$ cat src/rtl/asp_pkg.sv
// package of constants and types for the converter sample output port
package asp_pkg;
  localparam int unsigned ASP_WORD_W = 16;
  localparam int unsigned ASP_ACC_W = 24;
  localparam logic [15:0] ASP_POS_FULL = 16'h7FFF;
  localparam logic [15:0] ASP_NEG_FULL = 16'h8000;
  localparam logic [15:0] ASP_WORD_RST = 16'h0000;
  localparam int unsigned ASP_DECIM = 8;
  localparam logic [2:0] ASP_DECIM_LAST = 3'(ASP_DECIM - 1);
  localparam int unsigned ASP_READY_HIGH = 1;
  localparam logic [2:0] ASP_READY_HIGH_LAST = 3'(ASP_READY_HIGH - 1);
  typedef logic [ASP_WORD_W-1:0] asp_word_t;
  typedef logic signed [ASP_ACC_W-1:0] asp_acc_t;
endpackage : asp_pkg

$ cat src/rtl/asp_link_if.sv
// interface carrying one formatted result from the formatter to the output port
`timescale 1ns/1ps
`default_nettype none
interface asp_link_if;
  import asp_pkg::*;
  logic strobe;
  asp_word_t word;
  logic over;
  modport src (output strobe, output word, output over);
  modport dst (input strobe, input word, input over);
endinterface : asp_link_if
`default_nettype wire

$ cat src/rtl/asp_format.sv
// clips a decimated result to 16-bit two's complement and flags out-of-range
`timescale 1ns/1ps
`default_nettype none
module asp_format (
  input wire logic sys_clk,
  input wire logic nrst,
  input wire logic clk_en,
  input wire logic take,
  input wire asp_pkg::asp_acc_t raw,
  asp_link_if.src link
);
  import asp_pkg::*;

  typedef struct packed {
    logic strobe;
    asp_word_t word;
    logic over;
  } asp_fmt_s;

  asp_fmt_s st_r;
  asp_fmt_s st_nxt;

  // saturate at full scale and keep the flag with the same word
  always_comb begin
    st_nxt = st_r;
    st_nxt.strobe = 1'b0;
    if (take) begin
      st_nxt.strobe = 1'b1;
      if (raw > asp_acc_t'($signed(ASP_POS_FULL))) begin
        st_nxt.word = ASP_POS_FULL; // RULE_02
        st_nxt.over = 1'b1;
      end else if (raw < asp_acc_t'($signed(ASP_NEG_FULL))) begin
        st_nxt.word = ASP_NEG_FULL; // RULE_03
        st_nxt.over = 1'b1;
      end else begin
        st_nxt.word = raw[ASP_WORD_W-1:0]; // RULE_01
        st_nxt.over = 1'b0;
      end
    end
  end

  // state register
  always_ff @(posedge sys_clk) begin
    if (!nrst) begin
      st_r <= '0;
    end else if (clk_en) begin
      st_r <= st_nxt;
    end
  end

  assign link.strobe = st_r.strobe;
  assign link.word = st_r.word;
  assign link.over = st_r.over;
endmodule : asp_format
`default_nettype wire

$ cat src/rtl/asp_port.sv
// converter output port: decimation timing, ready strobe, range flag, read bus
// Operation
// RULE_01: results are 16-bit two's complement words
// RULE_02: above positive full scale: 7FFF, flag set
// RULE_03: below negative full scale: 8000, flag set
// RULE_04: flag stays high while input out of range
// RULE_05: flag rises only at ready falling edge
// RULE_06: flag clears at next in-range ready fall
// RULE_07: ready falling edge announces new word
// RULE_08: drive bus only when select and read low
// RULE_09: reference-select low enables internal reference generators
// RULE_10: system supplies the single sample clock
// RULE_11: one word per 8 sample clocks
// RULE_12: ready high at least one clock per period
// RULE_13: reset clears state, bus low, ready high
// RULE_14: flag matches word at same ready edge
`timescale 1ns/1ps
`default_nettype none
module asp_port (
  input wire logic sys_clk,
  input wire logic nrst,
  input wire logic clk_en,
  input wire asp_pkg::asp_acc_t filter_result,
  input wire logic select_n,
  input wire logic read_n,
  input wire logic external_ref_select,
  output logic result_valid_n,
  output logic range_exceeded_flag,
  output asp_pkg::asp_word_t data_out,
  output logic data_oe,
  output logic int_ref_enable
);
  import asp_pkg::*;

  typedef enum logic [1:0] {
    ASP_ST_HIGH = 2'b01,
    ASP_ST_LOW = 2'b10
  } asp_state_e;

  typedef struct packed {
    logic [1:0] sel_sync;
    logic [1:0] rd_sync;
    logic [1:0] ref_sync;
    logic [2:0] count;
    asp_state_e state;
    logic ready_n;
    logic flag;
    asp_word_t word;
    logic oe;
    logic ref_en;
  } asp_port_s;

  asp_port_s st_r;
  asp_port_s st_nxt;
  logic take;

  asp_link_if link ();

  // result is taken from the filter once per output period
  assign take = clk_en && (st_r.count == ASP_DECIM_LAST); // RULE_11 RULE_10

  asp_format u_format (
    .sys_clk(sys_clk),
    .nrst(nrst),
    .clk_en(clk_en),
    .take(take),
    .raw(filter_result),
    .link(link)
  );

  // next state of pins, period counter and ready strobe
  always_comb begin
    st_nxt = st_r;
    // two-stage synchronisers for pins from the host side
    st_nxt.sel_sync = {st_r.sel_sync[0], select_n};
    st_nxt.rd_sync = {st_r.rd_sync[0], read_n};
    st_nxt.ref_sync = {st_r.ref_sync[0], external_ref_select};
    // reference generators follow the inverted synchronised reference-select level
    st_nxt.ref_en = ~st_r.ref_sync[1]; // RULE_09
    // period counter wraps every decimation interval
    if (st_r.count == ASP_DECIM_LAST) begin
      st_nxt.count = 3'h0; // RULE_11
    end else begin
      st_nxt.count = st_r.count + 3'h1;
    end
    unique case (st_r.state)
      ASP_ST_HIGH: begin
        // word and flag update together as ready falls
        if (link.strobe) begin
          st_nxt.ready_n = 1'b0; // RULE_07
          st_nxt.word = link.word; // RULE_14
          st_nxt.flag = link.over; // RULE_05 RULE_06 RULE_04
          st_nxt.state = ASP_ST_LOW;
        end
      end
      ASP_ST_LOW: begin
        // ready returns high two clocks before next fall
        if (st_r.count == ASP_DECIM_LAST - ASP_READY_HIGH_LAST - 3'h1) begin
          st_nxt.ready_n = 1'b1; // RULE_12
          st_nxt.state = ASP_ST_HIGH;
        end
      end
    endcase
    // bus enable only when both select and read are low
    st_nxt.oe = ~st_r.sel_sync[1] & ~st_r.rd_sync[1]; // RULE_08
  end

  // state register; reset clears count, flag, word and enables, sets synchronisers and ready high
  always_ff @(posedge sys_clk) begin
    if (!nrst) begin
      st_r <= '{sel_sync: 2'h3, rd_sync: 2'h3, ref_sync: 2'h3, count: 3'h0,
                state: ASP_ST_HIGH, ready_n: 1'b1, flag: 1'b0,
                word: ASP_WORD_RST, oe: 1'b0, ref_en: 1'b0}; // RULE_13
    end else if (clk_en) begin
      st_r <= st_nxt;
    end
  end

  // outputs straight from flip-flops
  assign result_valid_n = st_r.ready_n;
  assign range_exceeded_flag = st_r.flag;
  assign data_out = st_r.word; // RULE_13
  assign data_oe = st_r.oe; // RULE_08
  assign int_ref_enable = st_r.ref_en;
endmodule : asp_port
`default_nettype wire

$ cat config.mk
export PLATFORM = sky130hd
export DESIGN_NAME = asp_port
export DESIGN_NICKNAME = d
export VERILOG_FILES = /design/src/rtl/asp_pkg.sv /design/src/rtl/asp_link_if.sv /design/src/rtl/asp_format.sv /design/src/rtl/asp_port.sv
export SDC_FILE = /design/constraint.sdc
export NUM_CORES = 1
export LEC_CHECK = 0
export ABC_AREA = 1
export BUFFER_PORTS_ARGS = -buffer_cell sky130_fd_sc_hd__buf_2
export CORE_ASPECT_RATIO = 0.75
export CORE_MARGIN = 2
export CORE_UTILIZATION = 47
export CTS_CLUSTER_SIZE = 14
export DETAILED_ROUTE_END_ITERATION = 6
export GPL_TIMING_DRIVEN = 0
export PLACE_DENSITY_LB_ADDON = 0.1
export SYNTH_ARGS = -nofsm -noshare
export SYNTH_HDL_FRONTEND = slang
export SYNTH_SLANG_ARGS = --single-unit
$ cat constraint.sdc
create_clock -name sys_clk -period 2.3 [get_ports sys_clk]
set_input_delay 0.69 -clock sys_clk [delete_from_list [all_inputs] [get_ports sys_clk]]
set_output_delay 0.69 -clock sys_clk [all_outputs]
set_load 0.01 [all_outputs]
# Word-level counts from Yosys, hierarchy flattened
# Index checks and enable logic that the tools add are counted.
[classes]
addsub = 1
n_mul = 0
div_mod_pow = 0
n_lt_le_gt_ge = 2
eq_ne = 6
shift = 0
n_mux = 7
bitwise = 4
reduce_logical = 4
[op_table]
columns = ["operator", "count"]
rows = [
  ["$mux 17", 2],
  ["$gt 24x16->1 const B", 1],
  ["$lt 24x16->1 const B", 1],
  ["$mux 20", 1],
  ["$mux 18", 1],
  ["$eq 3x3->1 const B", 2],
  ["$mux 3", 2],
  ["$pmux 3 s2", 1],
  ["$reduce_and 3->1", 2],
  ["$add 3x1->3 const B", 1],
  ["$not 1->1", 3],
  ["$eq 2x1->1 const B", 1],
  ["$eq 2x2->1 const B", 1],
  ["$ne 2x1->1 const B", 1],
  ["$ne 2x2->1 const B", 1],
  ["$reduce_and 2->1", 1],
  ["$and 1x1->1", 1],
  ["$logic_and 1x1->1", 1],
]
[word_totals]
register_bits = 49
latchBits = 0
ramBits = 0
mem_bits_ro = 0
in_bits = 30
wordCells = 37
memories = 0

# Longest topological paths before layout
# Gate-level depths: netlist of the first run.
[logic_depth]
word_depth = 4
depth_mapped = 7

# Hierarchy
# A second synthesis of the first run with hierarchy kept.
[hier_totals]
hier_cells = 291
hier_area_um2 = 2218.4
[modules_own_cells]
columns = ["module", "n_inst", "cells_each", "area_each_um2", "seq_area_each_um2"]
rows = [
  ["asp_port", 1, 163, 1313.8, 600.6],
  ["asp_format", 1, 128, 904.6, 360.3],
]

# Least setup slack after synthesis of the first run
# OpenSTA, ideal clock, no wires.
[synth_timing]
path_type = "input-to-reg"
startpoint = "in filter_result[15]"
endpoint = "reg u_format.st_r, in the netlist u_format.link.word[1]"
setup_time_ns = 0.132
arrival_time_ns = 1.402
setup_slack_ns = 0.766
path_stages = 7
path_buffers = 1
cell_sequence = "nor2_1 -> nand2_1 -> o21ai_2 -> buf_4 -> nand2_1 -> nand2_1 -> a21oi_2"
[synth_between]
elab_chain_cells = 3
elab_cells_between_ends = 4
[synth_lines]
columns = ["element", "line", "text"]
rows = [
  ["from (decl)", "asp_port.sv:23", "input wire asp_pkg::asp_acc_t filter_result,"],
  ["$lt 24x16->1", "asp_format.sv:32", "end else if (raw < asp_acc_t'($signed(ASP_NEG_FULL))) begin"],
  ["$mux 17", "asp_format.sv:32", ""],
  ["$mux 17 (*)", "asp_format.sv:29", "if (raw > asp_acc_t'($signed(ASP_POS_FULL))) begin"],
  ["to (signal assigned)", "asp_format.sv:47", "st_r <= st_nxt;"],
  ["to (decl)", "asp_format.sv:20", "asp_fmt_s st_r;"],
]
# Every way passes the cells marked *; elsewhere a longest branch is shown, timed or not.
# A chain may end at the register's enable or synchronous reset.

# Worst setup path after layout of the first run
[layout_timing]
startpoint = "reg st_r, in the netlist data_out[12]"
endpoint = "out data_out[12]"
[layout_lines]
columns = ["element", "line", "text"]
rows = [
  ["from (decl)", "asp_port.sv:53", "asp_port_s st_r;"],
  ["from (signal assigned)", "asp_port.sv:111", "st_r <= '{sel_sync: 2'h3, rd_sync: 2'h3, ref_sync: 2'h3, count: 3'h0,"],
  ["from (signal assigned)", "asp_port.sv:115", "st_r <= st_nxt;"],
  ["to (decl)", "asp_port.sv:29", "output asp_pkg::asp_word_t data_out,"],
]
# No word-level cell between the ends.

==> results of run 1 <==
power breakdown:
group	internal, mW	leakage (nW)	switching [mW]	total (mW)
registers	0.863	0.391	0.0194	0.882
clock network	0.244	0.0445	0.265	0.509
logic	0.0854	0.759	0.104	0.190
total	1.19	1.19	0.389	1.58
Yosys cell counts (all sizes together):
master / count / area [sq um]
dfxtp: 48 / 961
ha: 3 / 37.5
o21ai: 24 / 124
a211oi: 3 / 22.5
nand2: 68 / 260
nand4: 1 / 6.26
inv: 28 / 105
a21oi: 24 / 143
nand3: 9 / 50.1
nor2: 47 / 181
buf: 22 / 168
clkbuf: 6 / 22.5
layout make-up:
type,count,area [sq um]
clock inverters,1,7.51
clock buffers,7,86.3
repair buffers,48,240
fillers,457,1670
multi-input cells,179,825
plain buffers,28,190
well taps,55,68.8
flip-flops and latches,48,961
inverters,28,105
stage by stage:
| stage | cell area, sq um | hold slack, ns | cells | util [%] | power, mW |
|---|---|---|---|---|---|
| 6_report | 2480 | 0.438 | 394 | 59.8 | 1.58 |
| 3_5_place_dp | 2390 | 0.428 | 386 | 57.5 | 1.09 |
| 3_3_place_gp | 2390 | 0.420 | 386 | 57.5 | 1.09 |
| 2_1_floorplan | 2080 | 0.410 | 283 | - | 1.02 |
| 4_1_cts | 2480 | 0.443 | 394 | 59.8 | 1.60 |
| 5_1_grt | 2480 | 0.450 | 394 | 59.8 | 1.66 |
worst max path at each step:
stage                                          from                                  end  slack (ns)  cells past startpoint
after CTS                 data_out[12]$_SDFFE_PN0P_                         data_out[12]        0.73                      2
after global routing          st_r[22]$_SDFFE_PN0P_   u_format.link.word[0]$_SDFFE_PN0P_        0.58                      7
final                     data_out[12]$_SDFFE_PN0P_                         data_out[12]        0.73                      2
after global placement            filter_result[15]  u_format.link.word[12]$_SDFFE_PN0P_        0.50                      8
after detailed placement          filter_result[17]  u_format.link.word[14]$_SDFFE_PN0P_        0.49                      8
after floorplan                   filter_result[15]   u_format.link.word[1]$_SDFFE_PN0P_        0.77                      7
sequential cells by signal, summed over array words and instances (netlist names):
register	cells
data_out	16
st_r	8
int_ref_enable	1
u_format.link.strobe	1
range_exceeded_flag	1
u_format.link.word	16
st_nxt	3
u_format.link.over	1
data_oe	1
kinds of logic after synthesis:
kind of cell	after synthesis	share of synthesized area [%]
simple gates	125	23.9
flops	48	46.2
compound gates	51	13.9
buf+inv	56	14.2
fa+ha+maj	3	1.80
worst register-to-register path: cells and delay by family, from the launching register on:
kind                     cells  cell delay (ns)
flip-flops                   1             0.38
AO/OA/AOI/OAI                2             0.35
adder cells (fa/ha/maj)      2             0.33
AND/OR/NAND/NOR              2             0.24
buffers and inverters        1             0.17
layer usage:
metal	vias to the layer above	routed length (um)
li1	977	-
met1	741	2200
met2	51	1600
met3	2	250
met4	0	20
met5	-	0
==> run metrics, run 1 <==
PortBufs=48; number of remaining DRC errors=0; Worst Setup Path Type=reg -> out; critical-path cell list=buf_4, buf_2; Syn Std Cell Area=2080 sq um; clk_skew=0.00525 ns; slowest CP cell=dfxtp_1; Critical R2R Capture=u_format.link.word[8]$_SDFFE_PN0P_; global routing's busiest layer=met2; number of global-route vias before repair=1,540; Starting DRT DRC Count=95; layout cells sized above 1=26.0%; Starting Density=50.1%; initial antenna violation count=0; row cnt=20; critical path's largest stage delay=0.33 ns; hold path start=st_r[26]$_SDFFE_PN1P_; critical path startpoint category=flop; Avg Inst Size Synth=7.35 sq um; 1st-pass router iterations=4; via count=1,771; final setup TNS=0 ns; R2R depth=7; VDD IR max=0.248 mV; GR Layer Usage met2=27.6%; CP top delay family=flip-flops; Clock Pin Slew Worst Setup and Hold Paths=0.09 ns; Final Worst Setup Slack=0.734 ns; fmax=638 MHz; gr usage total=18.3%; PwrDens=637 nW/um^2; # nets final=371; GR Layer Usage met1=26.3%; Hold Path Sink=int_ref_enable$_SDFFE_PN0P_; WHS Path Cells=1; post-layout minimum cycle time=1.57 ns; commonest non-fill, non-tap cell in the layout=nand2_1; Yosys reg bits=48; Data arrival, critical path=0.88 ns; syn nets=316; Synth Instances=283; drt total wl=4.07 mm; count of cell types in the netlist=21; largest net degree at the start of global routing=15; Worst Setup End Kind=output pin; clock root buffer master=clkbuf_8; reg2reg setup slack=0.75 ns; drt via density=4.49; final hold violation count=0; total gr overflow=0; outcome=complete, no violations; met3 Use GR=3.96%; Core ar.=4150 sq um; Slew @ Worst Pin=0.545 ns; Tightest Hold Check Type=reg -> reg; most frequent cells in the layout=66 x nand2_1, 50 x buf_2, 48 x dfxtp_1, 45 x nor2_1, 27 x inv_1; Clock Path Buffers=2; ant diodes=0; crit path max fanout=2; Seq/Total Area, Yosys=46.2%; DP HPWL=3.10 mm; Area Overhead vs Synth=19.4%; H-tree lvl count=2; Buf+Inv Stages, Crit Path=2; RSZ-0062 raised after global routing=false; TritonCTS Buffers=5; die width=80.8 um; Critical Path RT=1.61 ns; final setup fails=0; Worst-Skew Late Latency=0.29 ns; CTS sink cnt=48; Die ar.=4980 sq um; Post-DRT Antenna Nets=0; CTS tree=built; final-report max-slew violation count=0; post-place setup slack=0.495 ns; Ys Warns=0; global-route wire length before repair=6.81 mm; # IOs=50; Final period util=68.1%; max-cap viol count=0; Routed WL per cell=10.3 um; DIE HEIGHT=61.6 um; GP Congestion=0.769; Leak=1.19 nW; R2R Path Start=st_r[22]$_SDFFE_PN0P_; # resized after CTS=0; hold_buf cts=0; max_slew headroom=63.7%; Post-CTS Setup Repair Bufs=0
No activity file was read; power rests on OpenSTA's default activity.
==> run 2: changes to the inputs <==
==> constraint.sdc (replaced) <==
create_clock -name sys_clk -period 1.6 [get_ports sys_clk]
set_input_delay 0.48 -clock sys_clk [delete_from_list [all_inputs] [get_ports sys_clk]]
set_output_delay 0.48 -clock sys_clk [all_outputs]
set_load 0.01 [all_outputs]
==> run metrics, run 2 (same netlist as run 1, synthesis figures left out) <==
outcome=complete, no violations; critical path startpoint category=flop; Tightest Hold Check Type=in -> reg; # nets final=372 (+0.27%); Starting Density=50.1% (unchanged); TritonCTS Buffers=5 (unchanged); VDD IR max=0.356 mV (+44%); Clock Pin Slew Worst Setup and Hold Paths=0.08 ns (about the same); global-route wire length before repair=6.81 mm (unchanged); hold slack=0.391 ns (-0.0470 ns); GR Layer Usage met2=27.6% (unchanged); Worst-Skew Late Latency=0.29 ns (about the same); Worst Setup End Kind=flop; # IOs=50 (unchanged); max_slew headroom=63.6% (about the same); Critical Path RT=1.83 ns (+0.22 ns); via count=1,776 (+0.28%); clk_skew=0.00561 ns (+0.000368 ns); Leak=1.21 nW (+1.3%); drt via density=4.50 (about the same); DP HPWL=3.10 mm (unchanged); PwrDens=910 nW/um^2 (+43%); global routing's busiest layer=met2; post-layout minimum cycle time=1.44 ns; Final period util=90.0%; max-cap viol count=0 (unchanged); Clock Path Buffers=2 (unchanged); Post-DRT Antenna Nets=0 (unchanged); die width=80.8 um (unchanged); total gr overflow=0 (unchanged); Slew @ Worst Pin=0.545 ns (+0.000819 ns); clock root buffer master=clkbuf_8; number of remaining DRC errors=0 (unchanged); fmax=694 MHz; fillers=458 (+0.22%); layout cells sized above 1=26.2% (+0.22 points); row cnt=20 (unchanged); met3 Use GR=3.96% (unchanged); H-tree lvl count=2 (unchanged); crit path max fanout=10 (+8); Worst Setup SP=st_r[22]$_SDFFE_PN0P_; RSZ-0062 raised after global routing=false; hold_buf cts=0 (unchanged); final-report max-slew violation count=0 (unchanged); crit path capture=u_format.link.word[8]$_SDFFE_PN0P_; 1st-pass router iterations=4 (unchanged); Routed WL per cell=10.3 um (-0.65%); Multi-input gate area=830 sq um (+0.61%); Data arrival, critical path=1.67 ns (+0.79 ns); Core ar.=4150 sq um (unchanged); number of global-route vias before repair=1,540 (unchanged); largest net degree at the start of global routing=15 (unchanged); R2R Path Start=st_r[22]$_SDFFE_PN0P_; Layout Cells excl Fill=395 (+0.25%); final hold violation count=0 (unchanged); DIE HEIGHT=61.6 um (unchanged); reg2reg setup slack=0.16 ns (-0.59 ns); Starting DRT DRC Count=86 (-9.5%); GP Congestion=0.769 (unchanged); Reg area=961 sq um (unchanged); Area Overhead vs Synth=20.1%; Worst Setup Path Type=reg -> reg; R2R depth=7 (unchanged); GR Layer Usage met1=26.3% (unchanged); final setup fails=0 (unchanged); ant diodes=0 (unchanged); initial antenna violation count=0 (unchanged); CTS sink cnt=48 (unchanged); Critical R2R Capture=u_format.link.word[8]$_SDFFE_PN0P_; drt total wl=4.05 mm (-0.39%); commonest non-fill, non-tap cell in the layout=nand2_1; final core utilization=60.2% (+0.36 points); gr usage total=18.3% (unchanged); most frequent cells in the layout=66 x nand2_1, 49 x buf_2, 48 x dfxtp_1, 45 x nor2_1, 27 x inv_1; PortBufs=48 (unchanged); Placed Cells=386 (unchanged); Die ar.=4980 sq um (unchanged); CTS tree=built; final setup TNS=0 ns (unchanged)
-- run 2: how the worst min path moves through the flow --
stage | endpoint | cells after the start | slack (ns) | from
after floorplan | int_ref_enable$_SDFFE_PN0P_ | 1 | 0.41 | st_r[26]$_SDFFE_PN1P_
after global placement | int_ref_enable$_SDFFE_PN0P_ | 1 | 0.42 | st_r[26]$_SDFFE_PN1P_
after detailed placement | int_ref_enable$_SDFFE_PN0P_ | 1 | 0.43 | st_r[26]$_SDFFE_PN1P_
after CTS | st_nxt[26]$_SDFFE_PN1P_ | 3 | 0.39 | external_ref_select
after global routing | st_nxt[26]$_SDFFE_PN1P_ | 3 | 0.39 | external_ref_select
final | st_nxt[26]$_SDFFE_PN1P_ | 3 | 0.39 | external_ref_select
-- run 2: routing by layer --
metal / wire length (um) / up-vias
met5: 0 / -
li1: - / 978
met4: 19 / 0
met2: 1560 / 46
met3: 212 / 2
met1: 2260 / 750
-- run 2: metrics by stage --
step / power (mW) / instance area (sq um) / worst slack (ns)
3_5_place_dp: 1.57 / 2390 / 0.00479
6_report: 2.27 / 2500 / 0.160
5_1_grt: 2.39 / 2500 / 0.00673
2_1_floorplan: 1.47 / 2080 / 0.269
4_1_cts: 2.30 / 2480 / 0.0355
3_3_place_gp: 1.57 / 2390 / 0.00954
-- run 2: power by group --
part | switching [mW] | total, mW | internal, mW
Sequential | 0.0279 | 1.27 | 1.24
Combinational | 0.151 | 0.274 | 0.123
Clock | 0.379 | 0.731 | 0.351
Total | 0.558 | 2.27 | 1.72
-- run 2: repair_timing --
action	in CTS	in global routing
endpoints found under the setup margin	0	11
setup buffers	0	1
resized for setup	0	2
-- run 2: area by class of cell --
type,instances,share of cell area [%]
sequential,48,38.5
multi-input combinational,179,33.2
clock buffer,7,3.46
tap,55,2.75
inverter,28,4.21
clock inverter,1,0.300
buffer,28,7.71
timing repair buffer,49,9.91
-- run 2: worst max-delay path, cell delays in order, from the launching register on --
cell     delay, ns
dfxtp_1       0.38
ha_1          0.16
ha_1          0.20
nand2_4       0.12
a21oi_4       0.16
buf_6         0.16
nand2_1       0.07
a21oi_2       0.11
==> run 3: changes to the inputs <==
--- a/config.mk
+++ b/config.mk
@@ -6,13 +6,12 @@
 export NUM_CORES = 1
 export LEC_CHECK = 0
 export ABC_AREA = 1
-export BUFFER_PORTS_ARGS = -buffer_cell sky130_fd_sc_hd__buf_2
 export CORE_ASPECT_RATIO = 0.75
 export CORE_MARGIN = 2
 export CORE_UTILIZATION = 47
 export CTS_CLUSTER_SIZE = 14
 export DETAILED_ROUTE_END_ITERATION = 6
-export GPL_TIMING_DRIVEN = 0
+export DONT_BUFFER_PORTS = 1
 export PLACE_DENSITY_LB_ADDON = 0.1
 export SYNTH_ARGS = -nofsm -noshare
 export SYNTH_HDL_FRONTEND = slang
==> run metrics, run 3 (same netlist as run 1, synthesis figures left out) <==
CTS sink cnt=48 (unchanged); 1st-pass router iterations=4 (unchanged); Area Overhead vs Synth=1.32%; RSZ-0062 raised after global routing=false; final setup fails=0 (unchanged); gr usage total=16.8% (-1.5 points); Worst-Skew Late Latency=0.29 ns (about the same); # nets final=300 (-19%); CP top delay family=adder cells; number of remaining DRC errors=0 (unchanged); GP Congestion=0.794 (+3.3%); hold_buf cts=0 (unchanged); PortBufs=0 (-100%); drt total wl=3.90 mm (-3.8%); GR Layer Usage met2=21.1% (-6.5 points); Leak=0.889 nW (-27%); reg2reg setup slack=0.17 ns (about the same); hold slack=0.267 ns (-0.124 ns); critical-path cell list=ha_1, ha_1, nand2_2, buf_4, inv_1, nand2_1, a21oi_1; clock root buffer master=clkbuf_8; most frequent cells in the layout=66 x nand2_1, 48 x dfxtp_1, 45 x nor2_1, 27 x inv_1, 23 x o21ai_0; post-layout minimum cycle time=1.43 ns (-0.00754 ns); Routed WL per cell=12.1 um (+18%); Slew @ Worst Pin=0.286 ns (-0.259 ns); # resized after CTS=0 (unchanged); CTS tree=built; Post-DRT Antenna Nets=0 (unchanged); Starting DRT DRC Count=109 (+27%); layout cells sized above 1=8.27% (-18 points); # IOs=50 (unchanged); Critical Path Most Common Cell=ha_1; Die ar.=4980 sq um (unchanged); Data arrival, critical path=1.61 ns (-0.06 ns); Worst Setup End Kind=flop; number of global-route vias before repair=1,337 (-13%); outcome=complete, no violations; Clock Pin Slew Worst Setup and Hold Paths=0.09 ns (about the same); commonest non-fill, non-tap cell in the layout=nand2_1; ant diodes=0 (unchanged); crit path max fanout=18 (+8); Reg area=961 sq um (unchanged); Starting Density=50.1% (unchanged); row cnt=20 (unchanged); TritonCTS Buffers=5 (unchanged); final-report max-slew violation count=0 (unchanged); Post-CTS Setup Repair Bufs=0 (unchanged); total gr overflow=0 (unchanged); PwrDens=1070 nW/um^2 (+18%); global-route wire length before repair=6.23 mm (-8.5%); fmax=698 MHz (+0.53%); VDD IR max=0.418 mV (+17%); max-cap viol count=0 (unchanged); Tightest Hold Check Type=in -> reg; Buf+Inv Stages, Crit Path=2 (+1); fillers=445 (-2.8%); drt via density=4.79 (+6.5%); critical path's largest stage delay=0.34 ns (-0.04 ns); global routing's busiest layer=met1; GR Layer Usage met1=25.7% (-0.57 points); final setup TNS=0 ns (unchanged); Core ar.=4150 sq um (unchanged); via count=1,537 (-13%); initial antenna violation count=0 (unchanged); H-tree lvl count=2 (unchanged); Multi-input gate area=825 sq um (-0.60%); slowest CP cell=dfxtp_1; Final period util=89.5% (-0.47 points); final hold violation count=0 (unchanged); DP HPWL=2.77 mm (-10%); DIE HEIGHT=61.6 um (unchanged); Worst Setup Path Type=reg -> reg; max_slew headroom=80.9% (+17 points); met3 Use GR=5.28% (+1.3 points); largest net degree at the start of global routing=28 (+13); die width=80.8 um (unchanged); critical path startpoint category=flop; Critical Path RT=1.78 ns (-0.05 ns); clk_skew=0.00978 ns (+0.00416 ns); Clock Path Buffers=2 (unchanged)
-- run 3: changes by cell type in the layout (fill, tap and decap cells not counted), moves of 2 or more --
cell      before  now
buf_4         19    4
buf_6          2    0
buf_2         49    0
clkbuf_1       7    0
-- run 3: where the power goes --
part	switching [mW]	internal, mW	total [mW]
Combinational	0.101	0.0639	0.165
Clock	0.371	0.449	0.820
Sequential	0.0386	1.24	1.28
Total	0.511	1.75	2.26
-- run 3: stage by stage --
step / utilization [%] / area [sq um] / total power, mW / setup slack (ns) / instances
floorplan: - / 2080 / 1.47 / 0.269 / 283
global placement: 47.9 / 1990 / 1.47 / 0.181 / 314
detailed placement: 47.9 / 1990 / 1.47 / 0.173 / 314
CTS: 50.3 / 2090 / 2.29 / 0.133 / 320
global route: 50.8 / 2110 / 2.37 / 0.0795 / 321
finish: 50.8 / 2110 / 2.26 / 0.167 / 321
-- run 3: layer usage --
layer / part of all wire (%) / up-vias / routed length (um)
li1: - / 834 / -
met1: 56 / 648 / 2180
met2: 35 / 48 / 1360
met3: 7.5 / 7 / 293
met4: 1.7 / 0 / 65
met5: 0 / - / 0
-- run 3: layout make-up --
type	instances	share of cell area, %
Sequential cell	48	45.6
Multi-Input combinational cell	179	39.1
Clock buffer	5	3.26
Clock inverter	1	1.42
Inverter	28	4.99
Timing Repair Buffer	5	2.37
Tap cell	55	3.26
-- run 3: path summary, 6_finish.rpt --
check / start / cells past startpoint / endpoint
setup / recovery: st_r[22]$_SDFFE_PN0P_ / 7 / u_format.link.word[15]$_SDFFE_PN0P_
setup reg to reg: st_r[22]$_SDFFE_PN0P_ / 7 / u_format.link.word[15]$_SDFFE_PN0P_
hold / removal: nrst / 1 / st_r[20]$_SDFFE_PN1P_
hold reg to reg: st_r[26]$_SDFFE_PN1P_ / 1 / int_ref_enable$_SDFFE_PN0P_
